==> config.mk <==
export PLATFORM = sky130hd
export DESIGN_NAME = bsfs_top
export DESIGN_NICKNAME = d
export VERILOG_FILES = /design/src/verilog/bsfs_pkg.sv /design/src/verilog/bsfs_cmp_if.sv /design/src/verilog/bsfs_sync.sv /design/src/verilog/bsfs_top.sv
export SDC_FILE = /design/constraint.sdc
export NUM_CORES = 1
export LEC_CHECK = 0
export BUFFER_PORTS_ARGS = -buffer_cell sky130_fd_sc_hd__buf_4
export CAP_MARGIN = 10
export CELL_PAD_IN_SITES_DETAIL_PLACEMENT = 1
export CELL_PAD_IN_SITES_GLOBAL_PLACEMENT = 1
export CORE_MARGIN = 8
export CORE_UTILIZATION = 45
export CTS_CLUSTER_SIZE = 20
export DETAILED_ROUTE_END_ITERATION = 8
export GPL_TIMING_DRIVEN = 0
export HOLD_SLACK_MARGIN = 0.1
export PLACE_DENSITY = 0.83
export SLEW_MARGIN = 20
export SYNTH_ARGS = -nofsm -noshare
export SYNTH_HDL_FRONTEND = slang
export SYNTH_SLANG_ARGS = --single-unit
export TNS_END_PERCENT = 5
==> constraint.sdc <==
create_clock -name clock -period 7.5 [get_ports clock]
set_clock_uncertainty 0.1 [all_clocks]
set_input_delay 0.375 -clock clock [delete_from_list [all_inputs] [get_ports clock]]
set_output_delay 0.375 -clock clock [all_outputs]
set_load 0.005 [all_outputs]
==> src/verilog/bsfs_pkg.sv <==
// Constants, indices and states of the buck start-up and fault sequencer
package bsfs_pkg;

  // Clock and timing
  localparam int unsigned CLK_PERIOD_PS  = 5000;
  localparam int unsigned OC_BLANK_NS    = 160;
  localparam int unsigned OC_BLANK_CYC_I =
    (OC_BLANK_NS * 1000 + CLK_PERIOD_PS - 1) / CLK_PERIOD_PS;
  localparam logic [5:0]  OC_BLANK_CYC   = OC_BLANK_CYC_I[5:0];

  // Switching-cycle counts and the full-width ramp step
  localparam logic [12:0] HICCUP_CYC     = 13'h1000;
  localparam logic [8:0]  PG_DELAY_CYC   = 9'h100;
  localparam logic [5:0]  PB_STEP0_CYC   = 6'h20;
  localparam logic [5:0]  PB_STEP1_CYC   = 6'h10;
  localparam logic [5:0]  PB_STEP2_CYC   = 6'h08;
  localparam logic [1:0]  PB_STEP_FULL   = 2'h3;

  // Off-time measurement width
  localparam int unsigned OFF_W          = 16;

  // Comparator vector layout
  localparam int unsigned CMP_W          = 11;
  localparam int unsigned I_VCC_OK       = 0;
  localparam int unsigned I_EN_OK        = 1;
  localparam int unsigned I_OC_LOW       = 2;
  localparam int unsigned I_OV_TRIP      = 3;
  localparam int unsigned I_TEMP_HOT     = 4;
  localparam int unsigned I_PG_WIN       = 5;
  localparam int unsigned I_SS_LOW       = 6;
  localparam int unsigned I_SS_DELAY     = 7;
  localparam int unsigned I_TRACK_ABOVE  = 8;
  localparam int unsigned I_PWM_ON       = 9;
  localparam int unsigned I_OSC          = 10;

  // Sequencer states
  typedef enum logic [2:0] {
    BSFS_OFF      = 3'h0,
    BSFS_RUN      = 3'h1,
    BSFS_HICCUP   = 3'h2,
    BSFS_THERMAL  = 3'h3,
    BSFS_OV_HOLD  = 3'h4,
    BSFS_OV_LATCH = 3'h5,
    BSFS_SS_HOLD  = 3'h6
  } bsfs_state_t;

endpackage

==> src/verilog/bsfs_cmp_if.sv <==
// Raw and synchronised comparator vector between core and synchroniser
`timescale 1ns/1ps
interface bsfs_cmp_if;
  logic [bsfs_pkg::CMP_W-1:0] raw;
  logic [bsfs_pkg::CMP_W-1:0] clean;
  modport sync (input raw, output clean);
  modport core (output raw, input clean);
endinterface

==> src/verilog/bsfs_sync.sv <==
// Three-stage comparator synchroniser with second/third agreement
`timescale 1ns/1ps
module bsfs_sync (
  input  wire logic  clock,
  input  wire logic  rst,
  bsfs_cmp_if.sync   cmp
);

  logic [bsfs_pkg::CMP_W-1:0] s1_r;
  logic [bsfs_pkg::CMP_W-1:0] s2_r;
  logic [bsfs_pkg::CMP_W-1:0] s3_r;
  logic [bsfs_pkg::CMP_W-1:0] clean_r;

  // Stage chain; first stage feeds only the second
  always_ff @(posedge clock) begin
    if (rst) begin
      s1_r <= {bsfs_pkg::CMP_W{1'b0}};
      s2_r <= {bsfs_pkg::CMP_W{1'b0}};
      s3_r <= {bsfs_pkg::CMP_W{1'b0}};
    end else begin
      s1_r <= cmp.raw;
      s2_r <= s1_r;
      s3_r <= s2_r;
    end
  end

  // A bit changes only once two stages agree, filtering single glitches
  genvar g;
  generate
    for (g = 0; g < bsfs_pkg::CMP_W; g = g + 1) begin : g_agree
      always_ff @(posedge clock) begin
        if (rst) begin
          clean_r[g] <= 1'b0;
        end else if (s2_r[g] == s3_r[g]) begin
          clean_r[g] <= s3_r[g]; // RULE_23
        end
      end
    end
  endgenerate

  assign cmp.clean = clean_r;

endmodule

==> src/verilog/bsfs_top.sv <==
// Buck start-up, protection and power-good sequencer core
//
// Function
// RULE_01 - Low side stays off at start until first high-side pulse issued.
// RULE_02 - Low-side width then ramps 25, 50, 75 percent, then full.
// RULE_03 - Ramp steps last 32, 16, then 8 low-side pulses.
// RULE_04 - Soft start begins only when supply and enable both report ready.
// RULE_05 - Overcurrent stays armed throughout the soft-start ramp.
// RULE_06 - Enable low puts both gate drivers in high impedance.
// RULE_07 - External soft-start pull-down stops output until node released.
// RULE_08 - Overcurrent when limit node is below ground while low side on.
// RULE_09 - Overcurrent latches a flag and enters hiccup, restarting soft start.
// RULE_10 - Hiccup discharges soft start for 4096 cycles, clears flag, restarts.
// RULE_11 - Hiccup repeats while overload persists; regulation resumes after.
// RULE_12 - Overcurrent sampling blanked 160 ns after low-side gate rises.
// RULE_13 - Over-temperature turns both switches off, discharges soft start.
// RULE_14 - Thermal shutdown restarts via soft start once temperature recovers.
// RULE_15 - Tracking reference hands over to fixed reference past crossover.
// RULE_16 - Power good true only while sense input is inside window.
// RULE_17 - Power good is open drain, released high when in regulation.
// RULE_18 - Non-tracking power good waits for soft-start delay level.
// RULE_19 - Power good needs 256 in-window switching cycles first.
// RULE_20 - Overvoltage holds high side off, low side on until release.
// RULE_21 - After overvoltage both drivers latch off until supply/enable cycle.
// RULE_22 - Both drivers held off whenever either lockout reports low.
// RULE_23 - Comparator results are synchronised before use.
// RULE_24 - Loss of power-on-ready clears all sequencer state.
`timescale 1ns/1ps
module bsfs_top (
  input  wire logic clock,
  input  wire logic rst,
  input  wire logic vcc_ok,
  input  wire logic enable_ok,
  input  wire logic oc_below_gnd,
  input  wire logic ov_trip,
  input  wire logic temp_hot,
  input  wire logic pg_in_window,
  input  wire logic ss_below_low,
  input  wire logic ss_delay_reached,
  input  wire logic track_above_crossover,
  input  wire logic pwm_on,
  input  wire logic osc_clk,
  input  wire logic tracking_mode,
  output logic      hs_gate,
  output logic      ls_gate,
  output logic      drivers_enabled,
  output logic      ss_discharge,
  output logic      ref_fixed,
  output logic      power_good_out,
  output logic      power_good_oe,
  output logic      overcurrent_protect,
  output logic      overvoltage_protect,
  output logic      thermal_shutdown
);

  bsfs_cmp_if cmp ();

  bsfs_pkg::bsfs_state_t state_r;

  logic                       por;
  logic                       tick;
  logic                       osc_d_r;
  logic                       oc_hit;
  logic                       hic_done;
  logic                       pg_qual;
  logic                       ls_permit;
  logic                       ext_ss_stop;
  logic                       hs_gate_r;
  logic                       ls_gate_r;
  logic                       drv_en_r;
  logic                       ss_dis_r;
  logic                       ref_fixed_r;
  logic                       pg_oe_r;
  logic                       pg_level_r;
  logic                       oc_flag_r;
  logic                       ov_flag_r;
  logic                       therm_r;
  logic                       first_hs_r;
  logic                       ss_seen_high_r;
  logic [1:0]                 step_r;
  logic [5:0]                 step_cnt_r;
  logic [5:0]                 blank_cnt_r;
  logic [12:0]                hic_cnt_r;
  logic [8:0]                 pg_cnt_r;
  logic [bsfs_pkg::OFF_W-1:0] off_cnt_r;
  logic [bsfs_pkg::OFF_W-1:0] off_len_r;
  logic                       pwm_d_r;

  // Length of a pre-bias ramp step in switching cycles
  function automatic logic [5:0] step_len(input logic [1:0] step);
    unique case (step)
      2'h0:    step_len = bsfs_pkg::PB_STEP0_CYC;
      2'h1:    step_len = bsfs_pkg::PB_STEP1_CYC;
      default: step_len = bsfs_pkg::PB_STEP2_CYC;
    endcase
  endfunction

  // Comparator inputs cross into the clock domain
  assign cmp.raw[bsfs_pkg::I_VCC_OK]      = vcc_ok;
  assign cmp.raw[bsfs_pkg::I_EN_OK]       = enable_ok;
  assign cmp.raw[bsfs_pkg::I_OC_LOW]      = oc_below_gnd;
  assign cmp.raw[bsfs_pkg::I_OV_TRIP]     = ov_trip;
  assign cmp.raw[bsfs_pkg::I_TEMP_HOT]    = temp_hot;
  assign cmp.raw[bsfs_pkg::I_PG_WIN]      = pg_in_window;
  assign cmp.raw[bsfs_pkg::I_SS_LOW]      = ss_below_low;
  assign cmp.raw[bsfs_pkg::I_SS_DELAY]    = ss_delay_reached;
  assign cmp.raw[bsfs_pkg::I_TRACK_ABOVE] = track_above_crossover;
  assign cmp.raw[bsfs_pkg::I_PWM_ON]      = pwm_on;
  assign cmp.raw[bsfs_pkg::I_OSC]         = osc_clk;

  bsfs_sync u_sync (
    .clock (clock),
    .rst   (rst),
    .cmp   (cmp.sync)
  );

  // Power-on-ready needs both lockout comparators high
  assign por = cmp.clean[bsfs_pkg::I_VCC_OK] &
               cmp.clean[bsfs_pkg::I_EN_OK]; // RULE_04

  // One switching cycle per rising oscillator edge
  assign tick = cmp.clean[bsfs_pkg::I_OSC] & ~osc_d_r;

  // Overcurrent sampled only after blanking, while the low side conducts
  assign oc_hit = ls_gate_r && (blank_cnt_r == bsfs_pkg::OC_BLANK_CYC) &&
                  cmp.clean[bsfs_pkg::I_OC_LOW]; // RULE_08 RULE_12

  assign hic_done = tick &&
                    (hic_cnt_r == bsfs_pkg::HICCUP_CYC - 13'h0001);

  // External pull-down only counts after the node has risen once
  assign ext_ss_stop = ss_seen_high_r && cmp.clean[bsfs_pkg::I_SS_LOW];

  // Tracking mode skips the soft-start delay comparator
  assign pg_qual = (state_r == bsfs_pkg::BSFS_RUN) &&
                   cmp.clean[bsfs_pkg::I_PG_WIN] && // RULE_16
                   (tracking_mode ||
                    cmp.clean[bsfs_pkg::I_SS_DELAY]); // RULE_18

  // Low-side window: a fraction of last off time, full at final step
  assign ls_permit = (step_r == bsfs_pkg::PB_STEP_FULL) ||
                     ({2'b00, off_cnt_r} << 2) <
                     ({2'b00, off_len_r} *
                      {{bsfs_pkg::OFF_W{1'b0}}, step_r + 2'h1}); // RULE_02

  // Edge history for oscillator and PWM
  always_ff @(posedge clock) begin
    if (rst) begin
      osc_d_r <= 1'b0;
      pwm_d_r <= 1'b0;
    end else begin
      osc_d_r <= cmp.clean[bsfs_pkg::I_OSC];
      pwm_d_r <= cmp.clean[bsfs_pkg::I_PWM_ON];
    end
  end

  // Main sequencer; lockout beats every fault, thermal beats overvoltage hold but not the overvoltage latch
  always_ff @(posedge clock) begin
    if (rst) begin
      state_r <= bsfs_pkg::BSFS_OFF;
    end else if (!por) begin
      state_r <= bsfs_pkg::BSFS_OFF; // RULE_22 RULE_24
    end else begin
      unique case (state_r)
        bsfs_pkg::BSFS_OFF: begin
          state_r <= bsfs_pkg::BSFS_RUN; // RULE_04
        end
        bsfs_pkg::BSFS_RUN: begin
          if (cmp.clean[bsfs_pkg::I_TEMP_HOT]) begin
            state_r <= bsfs_pkg::BSFS_THERMAL; // RULE_13
          end else if (cmp.clean[bsfs_pkg::I_OV_TRIP]) begin
            state_r <= bsfs_pkg::BSFS_OV_HOLD; // RULE_20
          end else if (oc_hit) begin
            state_r <= bsfs_pkg::BSFS_HICCUP; // RULE_05 RULE_09
          end else if (ext_ss_stop) begin
            state_r <= bsfs_pkg::BSFS_SS_HOLD; // RULE_07
          end
        end
        bsfs_pkg::BSFS_HICCUP: begin
          if (cmp.clean[bsfs_pkg::I_TEMP_HOT]) begin
            state_r <= bsfs_pkg::BSFS_THERMAL;
          end else if (hic_done) begin
            state_r <= bsfs_pkg::BSFS_RUN; // RULE_10 RULE_11
          end
        end
        bsfs_pkg::BSFS_THERMAL: begin
          if (!cmp.clean[bsfs_pkg::I_TEMP_HOT]) begin
            state_r <= bsfs_pkg::BSFS_RUN; // RULE_14
          end
        end
        bsfs_pkg::BSFS_OV_HOLD: begin
          if (cmp.clean[bsfs_pkg::I_TEMP_HOT]) begin
            state_r <= bsfs_pkg::BSFS_THERMAL;
          end else if (!cmp.clean[bsfs_pkg::I_OV_TRIP]) begin
            state_r <= bsfs_pkg::BSFS_OV_LATCH; // RULE_21
          end
        end
        bsfs_pkg::BSFS_OV_LATCH: begin
          state_r <= bsfs_pkg::BSFS_OV_LATCH; // RULE_21
        end
        bsfs_pkg::BSFS_SS_HOLD: begin
          if (cmp.clean[bsfs_pkg::I_TEMP_HOT]) begin
            state_r <= bsfs_pkg::BSFS_THERMAL;
          end else if (!cmp.clean[bsfs_pkg::I_SS_LOW]) begin
            state_r <= bsfs_pkg::BSFS_RUN; // RULE_07
          end
        end
        default: begin
          state_r <= bsfs_pkg::BSFS_OFF;
        end
      endcase
    end
  end

  // Soft-start node seen above its low level during this run
  always_ff @(posedge clock) begin
    if (rst || state_r != bsfs_pkg::BSFS_RUN) begin
      ss_seen_high_r <= 1'b0;
    end else if (!cmp.clean[bsfs_pkg::I_SS_LOW]) begin
      ss_seen_high_r <= 1'b1;
    end
  end

  // Last off-time length, the base for the ramped low-side width
  always_ff @(posedge clock) begin
    if (rst) begin
      off_cnt_r <= {bsfs_pkg::OFF_W{1'b0}};
      off_len_r <= {bsfs_pkg::OFF_W{1'b0}};
    end else if (cmp.clean[bsfs_pkg::I_PWM_ON]) begin
      off_cnt_r <= {bsfs_pkg::OFF_W{1'b0}};
      if (!pwm_d_r) begin
        off_len_r <= off_cnt_r; // Off time just ended, count is complete
      end
    end else begin
      if (off_cnt_r != {bsfs_pkg::OFF_W{1'b1}}) begin
        off_cnt_r <= off_cnt_r + 1'b1;
      end
    end
  end

  // Pre-bias ramp: wait for first high pulse, then stepped widths
  always_ff @(posedge clock) begin
    if (rst || state_r != bsfs_pkg::BSFS_RUN) begin
      first_hs_r <= 1'b0; // RULE_24
      step_r     <= 2'h0;
      step_cnt_r <= 6'h00;
    end else begin
      if (hs_gate_r) begin
        first_hs_r <= 1'b1; // RULE_01
      end
      if (first_hs_r && tick && step_r != bsfs_pkg::PB_STEP_FULL) begin
        if (step_cnt_r == step_len(step_r) - 6'h01) begin
          step_r     <= step_r + 2'h1; // RULE_03
          step_cnt_r <= 6'h00;
        end else begin
          step_cnt_r <= step_cnt_r + 6'h01;
        end
      end
    end
  end

  // Gate commands; overvoltage forces low side on, high side off
  always_ff @(posedge clock) begin
    if (rst) begin
      hs_gate_r <= 1'b0;
      ls_gate_r <= 1'b0;
    end else if (!por) begin
      hs_gate_r <= 1'b0; // RULE_22
      ls_gate_r <= 1'b0;
    end else begin
      unique case (state_r)
        bsfs_pkg::BSFS_RUN: begin
          hs_gate_r <= cmp.clean[bsfs_pkg::I_PWM_ON];
          ls_gate_r <= first_hs_r && ls_permit &&
                       !cmp.clean[bsfs_pkg::I_PWM_ON]; // RULE_01
        end
        bsfs_pkg::BSFS_OV_HOLD: begin
          hs_gate_r <= 1'b0; // RULE_20
          ls_gate_r <= 1'b1;
        end
        default: begin
          hs_gate_r <= 1'b0; // RULE_13 RULE_21
          ls_gate_r <= 1'b0;
        end
      endcase
    end
  end

  // Driver enable follows power-on-ready; low means high impedance
  always_ff @(posedge clock) begin
    if (rst) begin
      drv_en_r <= 1'b0;
    end else begin
      drv_en_r <= por; // RULE_06
    end
  end

  // Blanking count restarts on every low-side turn-on
  always_ff @(posedge clock) begin
    if (rst || !ls_gate_r) begin
      blank_cnt_r <= 6'h00;
    end else if (blank_cnt_r != bsfs_pkg::OC_BLANK_CYC) begin
      blank_cnt_r <= blank_cnt_r + 6'h01; // RULE_12
    end
  end

  // Overcurrent flag; a new hit wins over the hiccup clear
  always_ff @(posedge clock) begin
    if (rst || !por) begin
      oc_flag_r <= 1'b0; // RULE_24
    end else if (oc_hit && state_r == bsfs_pkg::BSFS_RUN) begin
      oc_flag_r <= 1'b1; // RULE_09
    end else if (hic_done && state_r == bsfs_pkg::BSFS_HICCUP) begin
      oc_flag_r <= 1'b0; // RULE_10
    end
  end

  // Hiccup off-time in switching cycles
  always_ff @(posedge clock) begin
    if (rst || state_r != bsfs_pkg::BSFS_HICCUP) begin
      hic_cnt_r <= 13'h0000; // RULE_24
    end else if (tick) begin
      hic_cnt_r <= hic_cnt_r + 13'h0001; // RULE_10
    end
  end

  // Soft-start discharge while off, in hiccup or over temperature
  always_ff @(posedge clock) begin
    if (rst) begin
      ss_dis_r <= 1'b1;
    end else begin
      ss_dis_r <= (state_r == bsfs_pkg::BSFS_OFF) ||
                  (state_r == bsfs_pkg::BSFS_HICCUP) || // RULE_10
                  (state_r == bsfs_pkg::BSFS_THERMAL); // RULE_13
    end
  end

  // Overvoltage and thermal status; latch cleared only by lockout
  always_ff @(posedge clock) begin
    if (rst || !por) begin
      ov_flag_r <= 1'b0;
      therm_r   <= 1'b0;
    end else begin
      therm_r <= (state_r == bsfs_pkg::BSFS_THERMAL);
      if (state_r == bsfs_pkg::BSFS_OV_HOLD) begin
        ov_flag_r <= 1'b1; // RULE_21
      end
    end
  end

  // Fixed reference always when not tracking; latched once crossed over
  always_ff @(posedge clock) begin
    if (rst) begin
      ref_fixed_r <= 1'b0;
    end else if (!tracking_mode) begin
      ref_fixed_r <= 1'b1;
    end else if (state_r != bsfs_pkg::BSFS_RUN) begin
      ref_fixed_r <= 1'b0;
    end else if (cmp.clean[bsfs_pkg::I_TRACK_ABOVE]) begin
      ref_fixed_r <= 1'b1; // RULE_15
    end
  end

  // Power-good delay: qualified cycles, restarted on any drop-out
  always_ff @(posedge clock) begin
    if (rst || !pg_qual) begin
      pg_cnt_r <= 9'h000; // RULE_24
      pg_oe_r  <= 1'b1; // RULE_16
    end else begin
      if (tick && pg_cnt_r != bsfs_pkg::PG_DELAY_CYC) begin
        pg_cnt_r <= pg_cnt_r + 9'h001;
      end
      pg_oe_r <= (pg_cnt_r != bsfs_pkg::PG_DELAY_CYC); // RULE_19
    end
  end

  // Open-drain pin: pull low unless good, released level is zero data
  always_ff @(posedge clock) begin
    if (rst) begin
      pg_level_r <= 1'b0;
    end else begin
      pg_level_r <= 1'b0; // RULE_17
    end
  end

  assign hs_gate             = hs_gate_r;
  assign ls_gate             = ls_gate_r;
  assign drivers_enabled     = drv_en_r;
  assign ss_discharge        = ss_dis_r;
  assign ref_fixed           = ref_fixed_r;
  assign power_good_out      = pg_level_r;
  assign power_good_oe       = pg_oe_r; // RULE_17
  assign overcurrent_protect = oc_flag_r;
  assign overvoltage_protect = ov_flag_r;
  assign thermal_shutdown    = therm_r;

endmodule

## After elaboration in Yosys (flattened, before gate mapping)

Index checks and enable logic that the tools add are counted.

| cells by class | value |
|---|---|
| $mul | 1 |
| reduce and logical (&&, ||, !) cells | 35 |
| bitwise logic cells | 6 |
| magnitude comparators | 1 |
| muxes and demuxes | 22 |
| equality and inequality tests | 34 |
| $add $sub $neg | 7 |

Operators with widths:

| cell | count |
|---|---|
| two-way mux 3 bit | 11 |
| one-hot mux 3 bit (7 select lines) | 1 |
| less-than comparator 18 bit | 1 |
| multiplier 16 x 2 -> 18 bit | 1 |
| two-way mux 6 bit | 3 |
| adder 16 x 1 -> 16 bit, second input constant | 1 |
| inequality test 16 bit, second input constant | 1 |
| adder 13 x 1 -> 13 bit, second input constant | 1 |
| == test 13 x 12 -> 1 bit, second input constant | 1 |
| logical AND 1 bit | 13 |
| adder 6 x 1 -> 6 bit, second input constant | 2 |
| one-hot mux 6 bit (2 select lines) | 1 |
| == test 1 bit | 11 |
| adder 9 x 1 -> 9 bit, second input constant | 1 |
| == test 3 bit, second input constant | 3 |
| logical OR 1 bit | 9 |
| inequality test 3 x 2 -> 1 bit, second input constant | 3 |
| inequality test 9 bit, second input constant | 1 |
| == test 3 x 2 -> 1 bit, second input constant | 2 |
| == test 6 bit | 1 |
| == test 6 bit, second input constant | 1 |
| inequality test 3 x 1 -> 1 bit, second input constant | 2 |
| inequality test 6 bit, second input constant | 1 |
| subtractor 6 x 1 -> 6 bit, second input constant | 1 |
| 19 further kinds | 33 |

| storage, ports and cells | value |
|---|---|
| register bits | 128 |
| output and inout port bits | 10 |

## Depth between registers and ports, before layout

| logic depth | value |
|---|---|
| word-level depth | 9 |
| depth in mapped cells | 16 |
| mapped depth without buffers | 16 |

## Hierarchy

A second synthesis with hierarchy kept.

| unflattened totals | value |
|---|---|
| cells, all modules | 716 |
| area, all modules | 6200.9 µm² |

Modules (own cells, without submodules):

| module | seq. area each (µm²) | area an instance (µm²) | instances | cells each |
|---|---|---|---|---|
| bsfs_top | 1681.6 | 4907.2 | 1 | 602 |
| bsfs_sync | 880.8 | 1293.7 | 1 | 114 |

## Worst setup path before layout

Ideal clock, no wire load.

| path | value |
|---|---|
| path kind | reg-to-reg |
| start point | register step_r[0] |
| end point | register ls_gate_r, in the netlist ls_gate |
| library setup time | 70 ps |
| stages on the path, launching flop included | 17 |
| path slack | 3812 ps |
| buffers on the path | 1 |
| arrival | 3517 ps |
| required time | 7330 ps |
| clock period less this slack | 3688 ps |
| cells stage by stage | dfxtp_1 > inv_1 > ha_1 > clkbuf_1 > and2_1 > ha_1 > a211oi_1 > o21ai_0 > and3_1 > a41o_1 > a21o_1 > ha_1 > a21oi_1 > nor2b_1 > o21ai_0 > o2111ai_1 > o2bb2ai_1 |

| between the ends | value |
|---|---|
| longest elaborated chain between the ends | 7 |

Ends and longest elaborated chain:

| what | line | RTL |
|---|---|---|
| start: declaration | bsfs_top.sv:80 | `logic [1:0] step_r;` |
| start signal: assignment | bsfs_top.sv:253 | `step_r <= step_r + 2'h1;` |
| adder 2 x 1 -> 2 bit | bsfs_top.sv:144 | `{{bsfs_pkg::OFF_W{1'b0}}, step_r + 2'h1});` |
| multiplier 16 x 2 -> 18 bit | bsfs_top.sv:143 | `({2'b00, off_len_r} *` |
| less-than comparator 18 bit | bsfs_top.sv:142 | `({2'b00, off_cnt_r} << 2) <` |
| logical OR 1 bit (*) | bsfs_top.sv:141 | `assign ls_permit = (step_r == bsfs_pkg::PB_STEP_FULL) \|\|` |
| logical AND 1 bit (*) (2 in series) | bsfs_top.sv:274 | `ls_gate_r <= first_hs_r && ls_permit &&` |
| one-hot mux 1 bit (2 select lines) (*) | bsfs_top.sv:271 | `unique case (state_r)` |
| end signal: assignment | bsfs_top.sv:274 |  |
| end: declaration | bsfs_top.sv:69 | `logic ls_gate_r;` |

Every way passes the cells marked *; elsewhere a longest branch is shown, timed or not.
A chain may end at the register's enable or synchronous reset.

## Final worst setup path

Ends and elaborated chain as after synthesis.

==> metrics.md <==
| Metric | Value |
|---|---|
| Status | finished clean |
| Worst-margin pin slew | 0.870 ns |
| CTS buffer count | 17 |
| Crit path required time | 7.70 ns |
| Gr ovfl total | 0 |
| Number of synthesized flops with an enable pin | 0 |
| Horizontal die dimension | 133 µm |
| Worst vdd ir | 0.150 mV |
| Diodes inserted | 0 |
| Die span in y | 133 µm |
| Hold Crit Class | in -> reg |
| Crit-path max FO | 10 |
| Sum of negative setup slack | 0 ns |
| Share of cells above drive strength 1 | 8.01% |
| Initial core utilization | 45.3% |
| Most area-consuming cells after synthesis | sky130_fd_sc_hd__dfxtp_1 41%, sky130_fd_sc_hd__ha_1 8.5%, sky130_fd_sc_hd__nor2b_1 5.7% |
| Final Net Count | 818 |
| Port Buffer Count | 22 |
| Syn. warnings | 0 |
| Die area | 17800 µm² |
| Net count after synthesis | 766 |
| Most common cell in the synthesized netlist | sky130_fd_sc_hd__dfxtp_1 |
| Startpoint Class | flop |
| #FFs+latches synth | 128 |
| First-pass GRT wire length | 27.8 mm |
| Series of cell instances along the critical path | inv_1 -> ha_1 -> clkbuf_1 -> and2_1 -> ha_1 -> a2111oi_0 -> o21ai_0 -> a21oi_1 -> a31oi_1 -> xor2_1 -> ha_1 -> nor2b_1 -> o21ai_0 -> o2111ai_1 -> o2bb2ai_1 |
| RD Place Congestion | 0.846 |
| Most used standard cells in the synthesized netlist | 128 x sky130_fd_sc_hd__dfxtp_1, 78 x sky130_fd_sc_hd__nand2_1, 64 x sky130_fd_sc_hd__nor2_1 |
| Final cell count without fillers | 954 |
| Number of nets with antenna violations after detailed routing | 0 |
| Reg-to-reg setup timing slack | 2.66 ns |
| Critical path capture point | ls_gate |
| Max-capacitance violation count | 0 |
| Pre-antenna DRT Iters | 4 |
| Register clock-pin slew on the reported worst setup and hold paths | 0.05 ns |
| Worst max-slew margin expressed relative to the limit | 41.5% |
| Cell count along the critical path | 15 |
| Total global-route track usage | 19.2% |
| Final critical-path required period | 4.84 ns |
| Largest net degree at the start of global routing | 17 |
| Final hold vios | 0 |
| Cell row count | 43 |
| Start-to-end type of the worst setup path | reg -> reg |
| Vias/cell | 5.47 |
| Main synth FF type | sky130_fd_sc_hd__dfxtp_1 |
| Total buffers and inverters traversed by the critical path | 2 |
| Vias | 5223 |
| Beginning of the worst register-to-register path | step_r[0] |
| Final clock period utilization by the worst path | 64.5% |
| Remaining routing DRC violations | 0 |
| Arr. time, crit path | 5.04 ns |
| Gate count after technology mapping | 709 |
| Timing-limited maximum frequency | 207 MHz |
| HPWL Detailed | 11.5 mm |
| CTS H-tree lvls | 4 |
| Total power draw | 1.58 mW |
| Dominant cell type by area after synthesis | sky130_fd_sc_hd__dfxtp_1 |
| Critical Path Most Common Cell | sky130_fd_sc_hd__ha_1 |
| Area share of the largest cell type after synthesis | 41.4% |
| Number of clock sinks seen by CTS | 128 |
| Leakage power | 2.81 nW |
| Clock tree from TritonCTS | yes |
| Power density normalized to cell area | 217 nW/µm² |
| Maximum number of buffers from clock root to sink | 2 |
| Average wire per cell in the routed design | 17.5 µm |
| Final Slew Violations | 0 |
| Root buffer selected by CTS | sky130_fd_sc_hd__clkbuf_16 |
| Total standard cell area after synthesis | 6190 µm² |
| Routed Wire Length | 16.7 mm |
| Slowest library cell on the worst path | sky130_fd_sc_hd__dfxtp_1 |
| Insertion delay to the later sink of the worst-skew pair | 0.41 ns |
| Starting DRC count in detailed routing | 203 |
| Proportion of register bits with asynchronous set or reset after synthesis | 0% |
| Number of antenna violations at the first check in global routing | 0 |
| Layout-stage area growth over the synthesis result | 18.0% |
| Portion of the post-synthesis area used by sequential elements | 41.4% |
| Depth of the worst register-to-register path | 15 |
| Setup repair after global routing missed its margin | false |
| Worst path max stage delay | 0.56 ns |
| Boundary pin count | 24 |
| Distinct cells, synth | 56 |
| Post-synthesis area per instance | 8.73 µm² |
| Area of the core region | 13700 µm² |
| Worst setup path startpoint | step_r[0] |
| Crit path max-delay family | compound AO/OA/AOI/OAI gates |
| Reg-to-reg endpoint | ls_gate |
| Setup crit end kind | flop |
| Final Setup Violations | 0 |
| Number of global-route vias before repair | 5723 |
| Cells after DPL | 911 |
-- where the power goes --
group	internal (mW)	leakage, nW	switching, mW
Clock	0.561	0.299	0.292
Combinational	0.0184	1.48	0.0177
Sequential	0.689	1.04	0.00579
-- placed cells by master, fill, tap and decap left out, types with 9 or more instances in the layout --
cell                            instances
sky130_fd_sc_hd__ha_1                  42
sky130_fd_sc_hd__buf_4                 23
sky130_fd_sc_hd__nand2b_1               9
sky130_fd_sc_hd__and2_1                17
sky130_fd_sc_hd__dfxtp_1              128
sky130_fd_sc_hd__nand4_1               13
sky130_fd_sc_hd__nand3_1               16
sky130_fd_sc_hd__xnor2_1               20
sky130_fd_sc_hd__clkbuf_1              22
sky130_fd_sc_hd__clkbuf_16             17
sky130_fd_sc_hd__xor2_1                33
sky130_fd_sc_hd__o21ai_0               27
sky130_fd_sc_hd__dlygate4sd3_1         11
sky130_fd_sc_hd__nor2_1                64
sky130_fd_sc_hd__o211ai_1               9
sky130_fd_sc_hd__nor2b_1               56
sky130_fd_sc_hd__inv_1                 17
sky130_fd_sc_hd__nand2_1               78
sky130_fd_sc_hd__and3_1                12
sky130_fd_sc_hd__nor3_1                11
sky130_fd_sc_hd__a21oi_1               56
-- stage by stage --
| stage | utilization (%) | cell area [µm²] | hold slack [ns] | setup WS (ns) |
|---|---|---|---|---|
| 4_1_cts | 53.4 | 7300 | 0.142 | 2.76 |
| 3_3_place_gp | 48.1 | 6580 | 0.316 | 2.90 |
| 5_1_grt | 53.4 | 7300 | 0.161 | 2.25 |
| 2_1_floorplan | - | 6190 | 0.314 | 3.81 |
| 3_5_place_dp | 48.1 | 6580 | 0.325 | 2.77 |
| 6_report | 53.4 | 7300 | 0.171 | 2.66 |
-- worst min path at each step --
stage                              start        endpoint  slack, ns  cells past startpoint
after global placement    u_sync.s1_r[7]  u_sync.s2_r[7]       0.32                      1
after CTS                         pwm_on  u_sync.s1_r[9]       0.14                      2
after floorplan           u_sync.s1_r[0]  u_sync.s2_r[0]       0.31                      1
after global routing              pwm_on  u_sync.s1_r[9]       0.16                      2
after detailed placement  u_sync.s1_r[0]  u_sync.s2_r[0]       0.33                      1
final                             pwm_on  u_sync.s1_r[9]       0.17                      2
-- sequential cells by signal, summed over array words and instances (netlist names), 2 cells and up --
signal            flops
u_sync.s1_r          11
step_r                2
hic_cnt_r            13
u_sync.s2_r          11
blank_cnt_r           6
pg_cnt_r              9
state_r               3
off_cnt_r            16
off_len_r            16
u_sync.s3_r          11
step_cnt_r            6
u_sync.cmp.clean     11
-- cell type report --
| cell class | count | area (µm²) |
|---|---|---|
| clock inverter | 12 | 165 |
| inverter | 17 | 63.8 |
| sequential | 128 | 2560 |
| timing repair buffer | 33 | 275 |
| tap | 180 | 225 |
| buffer | 23 | 97.6 |
| multi-input combinational | 541 | 3460 |
| fill | 1613 | 6360 |
| clock buffer | 20 | 447 |
-- layer usage --
metal	vias up	track usage, %	wire [µm]	share of wire (%)
li1	2568	-	-	-
met5	-	0	0	0
met3	24	4.59	516	3.1
met2	82	36.1	8990	54
met4	0	6.55	286	1.7
met1	2549	20.4	6940	41
-- worst register-to-register path: cells and delay by family (launching register included) --
family | cells | cell delay [ns]
flip-flops | 1 | 0.56
adder cells (fa/ha/maj) | 3 | 1.06
AO/OA/AOI/OAI | 7 | 1.94
buffers and inverters | 2 | 0.52
XOR/XNOR | 1 | 0.20
AND/OR/NAND/NOR | 2 | 0.34
-- what timing repair did --
action                                 CTS  global route
hold buffers                            11             0
gates resized for setup                  0             0
endpoints found under the hold margin   11             0
buffers inserted                         0             0
-- logic make-up after synthesis --
kind of cell,count (synthesis),synth area share [%]
adder cells (fa/ha/maj),43,8.82
XOR/XNOR,53,7.50
flip-flops,128,41.4
other,1,0.0606
AND/OR/NAND/NOR,304,25.2
buffers and inverters,40,2.61
AO/OA/AOI/OAI,134,13.4
multiplexers,6,0.971
Power figures use the tool's default switching activity.
